===== src/logic/eis_pkg.sv =====
// Shared constants, types and helpers for the external request controller
package eis_pkg;

   // Bus geometry: register index is the byte address divided by four
   localparam int ADDR_W = 20;
   localparam int IDX_W = 18;
   localparam int BYTE_W = 8;
   localparam int DATA_W = 32;
   localparam logic [1:0] WORD_ALIGN = 2'h0;

   // Register indices
   localparam logic [IDX_W-1:0] IDX_SENSE_HI = 18'h0ff2c;
   localparam logic [IDX_W-1:0] IDX_SENSE_LO = 18'h0ff2d;
   localparam logic [IDX_W-1:0] IDX_LINE_EN = 18'h0ff2e;
   localparam logic [IDX_W-1:0] IDX_PEND = 18'h0ff2f;
   localparam logic [IDX_W-1:0] IDX_ACT_FIRST = 18'h0ff30;
   localparam logic [IDX_W-1:0] IDX_ACT_LAST = 18'h0ff34;
   localparam logic [IDX_W-1:0] IDX_EV_STAT = 18'h0ff36;
   localparam logic [IDX_W-1:0] IDX_EV_MASK = 18'h0ff37;

   // Sizes
   localparam int N_LINES = 8;
   localparam int N_ACT_BYTES = 5;
   localparam int N_SRC = 40;
   localparam int N_PERIPH = 32;
   localparam int SRC_W = 6;
   localparam int ACT_NUM_W = 3;
   localparam int EV_W = 2;
   localparam logic [SRC_W-1:0] SRC_LIMIT = 6'h28;

   // Reset values
   localparam logic [BYTE_W-1:0] RST_BYTE = 8'h00;
   localparam logic [N_SRC-1:0] RST_ACT = 40'h00_0000_0000;
   localparam logic [EV_W-1:0] RST_EV = 2'h0;
   localparam logic [DATA_W-1:0] RST_WORD = 32'h0000_0000;

   // Event status bit positions
   localparam int EV_PEND_BIT = 0;
   localparam int EV_ACLR_BIT = 1;

   // Sense field codes
   typedef enum logic [1:0] {
      SENSE_LOW = 2'h0,
      SENSE_FALL = 2'h1,
      SENSE_RISE = 2'h2,
      SENSE_BOTH = 2'h3
   } eis_sense_t;

   // Register select, one-hot
   typedef enum logic [7:0] {
      SEL_NONE = 8'h01,
      SEL_SENSE_HI = 8'h02,
      SEL_SENSE_LO = 8'h04,
      SEL_LINE_EN = 8'h08,
      SEL_PEND = 8'h10,
      SEL_ACT = 8'h20,
      SEL_EV_STAT = 8'h40,
      SEL_EV_MASK = 8'h80
   } eis_sel_t;

   // Request condition of one input under a sense code
   function automatic logic senseMatch(input logic [1:0] mode, input logic cur,
                                       input logic prev);
      logic hit;
      hit = 1'b0;
      unique case (eis_sense_t'(mode))
         SENSE_LOW: hit = ~cur;
         SENSE_FALL: hit = prev & ~cur;
         SENSE_RISE: hit = ~prev & cur;
         SENSE_BOTH: hit = prev ^ cur;
      endcase
      return hit;
   endfunction

   // Position of a source in the flat enable vector: bit 7 of a byte is its first source
   function automatic logic [SRC_W-1:0] srcPos(input logic [SRC_W-1:0] src);
      return {src[SRC_W-1:3], ~src[2:0]};
   endfunction

endpackage


===== src/logic/eis_irq_ctrl.sv =====
// External request sense, pending flags and transfer activation enables on APB
// Notes on behaviour
// RL1: Each of eight inputs has a two-bit sense field; seven-four high, three-zero low.
// RL2: Sense code 00 low level, 01 falling, 10 rising, 11 both edges.
// RL3: Low sense byte sits at index ff2d; all sense fields reset to zero.
// RL4: One pending flag per input, bit n for input n, reset to zero.
// RL5: Software clears a pending flag by writing zero; writing one does nothing.
// RL6: One activation enable per source, reset zero; one routes source to transfer controller.
// RL7: Enable clears itself after a transfer with disable option or exhausted count.
// RL8: Enable stays set when disable option is zero and count remains.
// RL9: First enable byte maps bit seven to input zero, bit zero to input seven.
// RL10: Activation enable bytes occupy indices ff30 to ff34, eight bits, read-write.
// RL11: Sense condition sets the flag; CPU request forwarded only while line enabled.
//
// Added by the designer: the APB slave port.
`timescale 1ns/10ps
module eis_irq_ctrl
   import eis_pkg::*;
(
   // Clock and reset
   input wire logic sys_clk,
   input wire logic arst_n,
   // APB slave
   input wire logic psel,
   input wire logic penable,
   input wire logic pwrite,
   input wire logic [ADDR_W-1:0] paddr,
   input wire logic [DATA_W-1:0] pwdata,
   input wire logic [3:0] pstrb,
   output logic [DATA_W-1:0] prdata,
   output logic pready,
   output logic pslverr,
   // External request pins
   input wire logic [N_LINES-1:0] extRequestPin,
   // Requests of the other interrupt sources
   input wire logic [N_PERIPH-1:0] periphReq,
   // CPU side
   output logic [N_LINES-1:0] cpuIrqReq,
   output logic evIrq,
   // Transfer controller side
   output logic [N_SRC-1:0] xferActivate,
   input wire logic xferDone,
   input wire logic [SRC_W-1:0] xferSrc,
   input wire logic xferDisableAfter,
   input wire logic xferCountEnd
);

   // Registers
   logic [BYTE_W-1:0] irqSenseHigh;
   logic [BYTE_W-1:0] irqSenseLow;
   logic [BYTE_W-1:0] irqLineEnables;
   logic [BYTE_W-1:0] irqPendingFlags;
   logic [N_SRC-1:0] actFlat;
   logic [EV_W-1:0] evStatus;
   logic [EV_W-1:0] evMask;
   logic [EV_W-1:0] evCaptured;

   // Bus decode
   logic [IDX_W-1:0] regIdx;
   eis_sel_t regSel;
   logic [ACT_NUM_W-1:0] actNum;
   logic setupPhase;
   logic accessPhase;
   logic wrByte;
   logic rdDone;
   logic [BYTE_W-1:0] wrData;

   // Internal events
   logic [N_LINES-1:0] senseHit;
   logic [N_LINES-1:0] next_pending;
   logic [N_SRC-1:0] next_act;
   logic [N_SRC-1:0] srcReq;
   logic [N_SRC-1:0] actBySrc;
   logic [N_LINES-1:0] lineReq;
   logic [N_LINES-1:0] lineAct;
   logic autoClear;
   logic [EV_W-1:0] evSet;

   // One-hot select of the addressed register
   function automatic eis_sel_t decodeSel(input logic [IDX_W-1:0] idx,
                                          input logic [1:0] lowBits);
      eis_sel_t sel;
      sel = SEL_NONE;
      if (lowBits == WORD_ALIGN) begin
         if (idx == IDX_SENSE_HI) begin
            sel = SEL_SENSE_HI;
         end else if (idx == IDX_SENSE_LO) begin
            sel = SEL_SENSE_LO;
         end else if (idx == IDX_LINE_EN) begin
            sel = SEL_LINE_EN;
         end else if (idx == IDX_PEND) begin
            sel = SEL_PEND;
         end else if (idx >= IDX_ACT_FIRST && idx <= IDX_ACT_LAST) begin
            sel = SEL_ACT;
         end else if (idx == IDX_EV_STAT) begin
            sel = SEL_EV_STAT;
         end else if (idx == IDX_EV_MASK) begin
            sel = SEL_EV_MASK;
         end
      end
      return sel;
   endfunction

   assign regIdx = paddr[ADDR_W-1:2];
   assign regSel = decodeSel(regIdx, paddr[1:0]);
   assign actNum = ACT_NUM_W'(regIdx - IDX_ACT_FIRST);
   assign setupPhase = psel & ~penable;
   assign accessPhase = psel & penable;
   assign wrData = pwdata[BYTE_W-1:0];

   // Zero wait states; unmapped addresses answer with an error
   assign pready = 1'b1;
   assign pslverr = accessPhase & (regSel == SEL_NONE);

   // Data sits in the low byte lane only
   assign wrByte = accessPhase & pwrite & pstrb[0];
   assign rdDone = accessPhase & ~pwrite & (regSel == SEL_EV_STAT);

   // Sense detection of the pins
   eis_sense_detect u_sense (
      .sys_clk(sys_clk),
      .arst_n(arst_n),
      .extRequestPin(extRequestPin),
      .senseSel({irqSenseHigh, irqSenseLow}),
      .senseHit(senseHit)
   );

   // RL1: upper four sense fields
   always_ff @(posedge sys_clk or negedge arst_n) begin
      if (!arst_n) begin
         irqSenseHigh <= RST_BYTE;
      end else if (wrByte && regSel == SEL_SENSE_HI) begin
         irqSenseHigh <= wrData;
      end
   end

   // RL3: lower sense byte, reset zero
   always_ff @(posedge sys_clk or negedge arst_n) begin
      if (!arst_n) begin
         irqSenseLow <= RST_BYTE;
      end else if (wrByte && regSel == SEL_SENSE_LO) begin
         irqSenseLow <= wrData;
      end
   end

   always_ff @(posedge sys_clk or negedge arst_n) begin
      if (!arst_n) begin
         irqLineEnables <= RST_BYTE;
      end else if (wrByte && regSel == SEL_LINE_EN) begin
         irqLineEnables <= wrData;
      end
   end

   // RL5: write of zero clears, write of one keeps; a new hit wins over the clear
   always_comb begin
      next_pending = irqPendingFlags;
      if (wrByte && regSel == SEL_PEND) begin
         next_pending = irqPendingFlags & wrData;
      end
      // RL11: sense condition sets flag
      next_pending = next_pending | senseHit;
   end

   // RL4: one flag per input
   always_ff @(posedge sys_clk or negedge arst_n) begin
      if (!arst_n) begin
         irqPendingFlags <= RST_BYTE;
      end else begin
         irqPendingFlags <= next_pending;
      end
   end

   // RL7: hardware clear after the final or disabling transfer
   assign autoClear = xferDone & (xferDisableAfter | xferCountEnd) & (xferSrc < SRC_LIMIT);

   // Enable bytes: a hardware clear wins over a software write in the same cycle
   always_comb begin
      next_act = actFlat;
      // RL10: byte addressed by index offset
      if (wrByte && regSel == SEL_ACT) begin
         next_act[actNum*BYTE_W +: BYTE_W] = wrData;
      end
      // RL8: held unless the clear condition holds
      if (autoClear) begin
         next_act[srcPos(xferSrc)] = 1'b0;
      end
   end

   // RL6: activation enables, reset zero
   always_ff @(posedge sys_clk or negedge arst_n) begin
      if (!arst_n) begin
         actFlat <= RST_ACT;
      end else begin
         actFlat <= next_act;
      end
   end

   // RL9: reversed bit order within each byte
   always_comb begin
      for (int s = 0; s < N_SRC; s++) begin
         actBySrc[s] = actFlat[srcPos(SRC_W'(s))];
      end
   end

   // RL11: only enabled lines raise requests
   assign lineReq = irqPendingFlags & irqLineEnables;
   assign lineAct = actBySrc[N_LINES-1:0];
   assign srcReq = {periphReq, lineReq};

   // Lines routed to the transfer controller are withheld from the CPU
   always_ff @(posedge sys_clk or negedge arst_n) begin
      if (!arst_n) begin
         cpuIrqReq <= RST_BYTE;
      end else begin
         cpuIrqReq <= lineReq & ~lineAct;
      end
   end

   // RL6: source triggers the transfer controller
   always_ff @(posedge sys_clk or negedge arst_n) begin
      if (!arst_n) begin
         xferActivate <= RST_ACT;
      end else begin
         xferActivate <= srcReq & actBySrc;
      end
   end

   // Events: a new pending flag, and a hardware clear of an enable
   assign evSet[EV_PEND_BIT] = |(senseHit & ~irqPendingFlags);
   assign evSet[EV_ACLR_BIT] = autoClear;

   // Only bits seen by the read are cleared, so an event after the setup edge is kept
   always_ff @(posedge sys_clk or negedge arst_n) begin
      if (!arst_n) begin
         evStatus <= RST_EV;
      end else if (rdDone) begin
         evStatus <= (evStatus & ~evCaptured) | evSet;
      end else begin
         evStatus <= evStatus | evSet;
      end
   end

   always_ff @(posedge sys_clk or negedge arst_n) begin
      if (!arst_n) begin
         evMask <= RST_EV;
      end else if (wrByte && regSel == SEL_EV_MASK) begin
         evMask <= wrData[EV_W-1:0];
      end
   end

   always_ff @(posedge sys_clk or negedge arst_n) begin
      if (!arst_n) begin
         evIrq <= 1'b0;
      end else begin
         evIrq <= |((evStatus | evSet) & evMask);
      end
   end

   // Read data captured in the setup cycle, stable through the access phase
   always_ff @(posedge sys_clk or negedge arst_n) begin
      if (!arst_n) begin
         prdata <= RST_WORD;
         evCaptured <= RST_EV;
      end else if (setupPhase) begin
         evCaptured <= evStatus;
         unique case (regSel)
            SEL_SENSE_HI: prdata <= DATA_W'(irqSenseHigh);
            SEL_SENSE_LO: prdata <= DATA_W'(irqSenseLow);
            SEL_LINE_EN: prdata <= DATA_W'(irqLineEnables);
            SEL_PEND: prdata <= DATA_W'(irqPendingFlags);
            SEL_ACT: prdata <= DATA_W'(actFlat[actNum*BYTE_W +: BYTE_W]);
            SEL_EV_STAT: prdata <= DATA_W'(evStatus);
            SEL_EV_MASK: prdata <= DATA_W'(evMask);
            SEL_NONE: prdata <= RST_WORD;
         endcase
      end
   end

endmodule


===== src/logic/eis_sense_detect.sv =====
// Pin synchroniser and per-input sense detection for the eight request pins
`timescale 1ns/10ps
module eis_sense_detect
   import eis_pkg::*;
(
   // Clock and reset
   input wire logic sys_clk,
   input wire logic arst_n,
   // Pins and sense fields
   input wire logic [N_LINES-1:0] extRequestPin,
   input wire logic [2*N_LINES-1:0] senseSel,
   // Detected request conditions
   output logic [N_LINES-1:0] senseHit
);

   logic [N_LINES-1:0] pinMeta;
   logic [N_LINES-1:0] pinSync;
   logic [N_LINES-1:0] pinPrev;

   // Two-stage synchroniser; pins idle high so reset to one avoids a false edge
   always_ff @(posedge sys_clk or negedge arst_n) begin
      if (!arst_n) begin
         pinMeta <= {N_LINES{1'b1}};
         pinSync <= {N_LINES{1'b1}};
         pinPrev <= {N_LINES{1'b1}};
      end else begin
         pinMeta <= extRequestPin;
         pinSync <= pinMeta;
         pinPrev <= pinSync;
      end
   end

   // RL2: decode sense codes
   always_comb begin
      for (int i = 0; i < N_LINES; i++) begin
         senseHit[i] = senseMatch(senseSel[2*i +: 2], pinSync[i], pinPrev[i]);
      end
   end

endmodule


===== config.mk =====
export PLATFORM = sky130hd
export DESIGN_NAME = eis_irq_ctrl
export DESIGN_NICKNAME = d
export VERILOG_FILES = /design/src/logic/eis_pkg.sv /design/src/logic/eis_irq_ctrl.sv /design/src/logic/eis_sense_detect.sv
export SDC_FILE = /design/constraint.sdc
export NUM_CORES = 1
export LEC_CHECK = 0
export BUFFER_PORTS_ARGS = -buffer_cell sky130_fd_sc_hd__buf_2
export CELL_PAD_IN_SITES_DETAIL_PLACEMENT = 0
export CELL_PAD_IN_SITES_GLOBAL_PLACEMENT = 1
export CORE_UTILIZATION = 36
export DETAILED_ROUTE_END_ITERATION = 10
export PLACE_DENSITY = 0.83
export REMOVE_ABC_BUFFERS = 1
export SYNTH_ARGS = -nofsm -noshare
export SYNTH_HDL_FRONTEND = slang
export SYNTH_SLANG_ARGS = --single-unit

===== constraint.sdc =====
create_clock -name sys_clk -period 2.2 [get_ports sys_clk]
set_input_delay 0.22 -clock sys_clk [delete_from_list [all_inputs] [get_ports sys_clk]]
set_output_delay 0.22 -clock sys_clk [all_outputs]
set_load 0.02 [all_outputs]

==> out/qor.yml <==
synth-main-ff-cell: "dfrtp_1"
timing.slew.headroom_pct: 66.4
numCtsBuffers: 17
portBuffers: 140
cts_setup_buffers: 0
drt_wl_total_um: 22400
fin_skew_ns: 0.00968
htreeDepth: 4
endpoint_kind: "output port"
p_total_mw: 7.15
slew_violations: 0
hold_class: "in2reg"
gp_congestion: 0.915
synth_edf_count: 0
antenna_found_initial: 0
ys_top_cells_by_area: "dfrtp_1 (43%), dfstp_2 (8.0%), mux2_2 (5.0%)"
dieArea_um2: 22500
max_cap_viol_count: 0
avgSynthCellArea_um2: 10.4
start_util_pct: 37.2
worstPathMaxFanout: 6
worst_pin_slew_ns: 0.492
place_hpwl_um: 16500
finalSetupViolCount: 0
cts_sinks: 159
worstSkewPairLatency_ns: 0.44
cts_buffer_depth: 2
post_cts_resize_count: 0
synthArstFlopShare_pct: 100
track_usage_pct: 20.8
antennaDiodeCount: 0
period_needed_ns: 1.97
drc: 0
p_leak_nw: 4.95
cts_tree: "yes"
core_area_um2: 21200
yosys_warnings: 0
clk_pin_slew_worst_paths_ns: 0.06
syn_inst: 762
nFillCells: 2021
drive_gt1_share_pct: 29.9
cts_root_buf: "clkbuf_16"
grt_pass1_wl_um: 34800
startpoint_type: "primary input"
die_x_um: 150
synth.distinct_cells: 60
vias: 6466
synth_seq_area_share_pct: 50.8
postRouteAntennaNets: 0
synth_seq_cells: 159
syn_area_um2: 7890
rsz0062_at_grt: "false"
vdd_drop_max_uv: 528
layout_worst_path_cycle_share_pct: 89.7
hold_viol_final: 0
yosys.area.top_type: "dfrtp_1"
routedWlPerCell_um: 17.9
grt_pass1_vias: 6315
max_clock_freq_ghz: 0.507
dr.pass1.iters: 5
nets: 1093
via_per_inst: 5.17
cp.required_ns: 1.98
critical_path_class: "in2out"
overflow: 0
num_io_pins: 193
dr.first_iter.drc_count: 429
power.density_nw_per_um2: 706
areaGrowthSynthToFinish_pct: 28.3
grt_max_degree: 48
die_y_um: 150
hold_buffers: 38
synth_top_area_share_pct: 42.8
hold_slack_ns: 0.0110
status: "complete, no violations"
cp.arrival_ns: 1.75
rows: 53
## flip-flops by register name, summed over array words and instances, names as in the netlist
name	flops
evIrq	1
irqSenseHigh	8
xferActivate	40
evMask	2
u_sense.pinSync	8
prdata	8
cpuIrqReq	8
u_sense.pinPrev	8
evStatus	2
irqPendingFlags	8
irqSenseLow	8
evCaptured	2
actFlat	40
irqLineEnables	8
u_sense.pinMeta	8
## power breakdown
part	switching, mW	leakage [nW]	internal, mW
clock network	1.32	0.340	2.17
logic	0.398	2.54	0.244
registers	0.0272	2.07	2.98
## layer usage
| layer | GRT usage [%] | vias to the layer above | share of wire, % |
|---|---|---|---|
| met5 | 0 | - | 0 |
| met4 | 6.82 | 0 | 1.9 |
| li1 | - | 3010 | - |
| met1 | 29.5 | 3165 | 46 |
| met3 | 3.81 | 35 | 6.2 |
| met2 | 32.1 | 256 | 45 |
## cell usage in the layout, fill, tap and decap left out, types with 9 or more instances in the layout
| cell type | synthesis | final |
|---|---|---|
| buf_2 | 7 | 139 |
| dfrtp_1 | 135 | 135 |
| nor2_1 | 89 | 89 |
| a21oi_1 | 41 | 41 |
| nand2_1 | 40 | 40 |
| inv_1 | 39 | 39 |
| dlygate4sd3_1 | 0 | 38 |
| and2_1 | 35 | 35 |
| mux2_2 | 35 | 35 |
| buf_4 | 27 | 33 |
| nand3_1 | 29 | 29 |
| mux2i_1 | 27 | 27 |
| nand2b_1 | 26 | 26 |
| conb_1 | 2 | 25 |
| dfstp_2 | 24 | 24 |
| o21ai_0 | 22 | 22 |
| ha_1 | 21 | 21 |
| clkbuf_16 | 0 | 17 |
| o22ai_1 | 14 | 14 |
| and3_1 | 9 | 9 |
| nor2b_1 | 9 | 9 |
## per-stage QoR
stage / instance area [um^2] / cells / setup slack, ns / setup TNS (ns) / util [%]
floorplan: 7650 / 727 / -0.898 / -10.50 / -
global placement: 9050 / 1180 / 0.0565 / 0 / 42.7
detailed placement: 9050 / 1180 / 0.0343 / 0 / 42.7
CTS: 10100 / 1250 / 0.232 / 0 / 47.7
global route: 10100 / 1250 / 0.125 / 0 / 47.7
finish: 10100 / 1250 / 0.226 / 0 / 47.7
## Yosys cell counts (4+ instances only)
cell / count
a221oi_1: 4
clkbuf_1: 22
and3_1: 9
nand3_1: 29
buf_2: 7
nor3_1: 4
a21oi_1: 41
mux2_2: 35
ha_1: 21
nand4_1: 6
and4_1: 5
mux4_2: 4
or3_1: 4
inv_1: 39
a22oi_1: 6
and2_1: 35
a32o_1: 8
nand2b_1: 26
mux2i_1: 27
or2_2: 8
o21a_1: 4
a221o_1: 5
nand3b_1: 4
dfrtp_1: 135
o21ai_0: 22
a31oi_1: 8
nor2_1: 89
o22ai_1: 14
nand2_1: 40
dfstp_2: 24
nor2b_1: 9
buf_4: 27
## final timing paths
kind,startpoint,to,slack (ns),depth (start not counted)
max reg2reg,u_sense.pinPrev[0]$_DFF_PN1_,evIrq$_DFF_PN0_,0.28,6
min reg2reg,u_sense.pinMeta[5]$_DFF_PN1_,u_sense.pinSync[5]$_DFF_PN1_,0.35,0
max,paddr[8],pslverr,0.23,7
max in group asynchronous,arst_n,actFlat[9]$_DFF_PN0_,1.14,3
min in group asynchronous,arst_n,evCaptured[0]$_DFFE_PN0P_,0.30,2
min,periphReq[13],xferActivate[21]$_DFF_PN0_,0.01,2
## worst max-delay path: stages
cell,delay [ns]
buf_2,0.10
or3b_4,0.44
nor3_4,0.23
buf_4,0.15
nand2_1,0.17
o211a_1,0.28
buf_2,0.16
## logic make-up (layout without fill, tap and decap cells)
family,Yosys count,in the layout,synth area share [%]
AND/OR/NAND/NOR,286,286,19.3
adder cells (fa/ha/maj),21,21,3.33
flip-flops,159,159,50.8
other,2,25,0.0952
buffers and inverters,97,287,6.01
multiplexers,66,66,9.57
AO/OA/AOI/OAI,131,131,10.9
## area by class of cell
class                           count  area (um^2)  area share (%)
Inverter                           39          146            1.45
Clock buffer                       17          425            4.20
Multi-Input combinational cell    529         3500            34.5
Tap cell                          275          344            3.40
Timing Repair Buffer              216         1440            14.2
Sequential cell                   159         4010            39.6
Clock inverter                     15          267            2.63
Note: power is estimated with default switching activity, not from simulation.
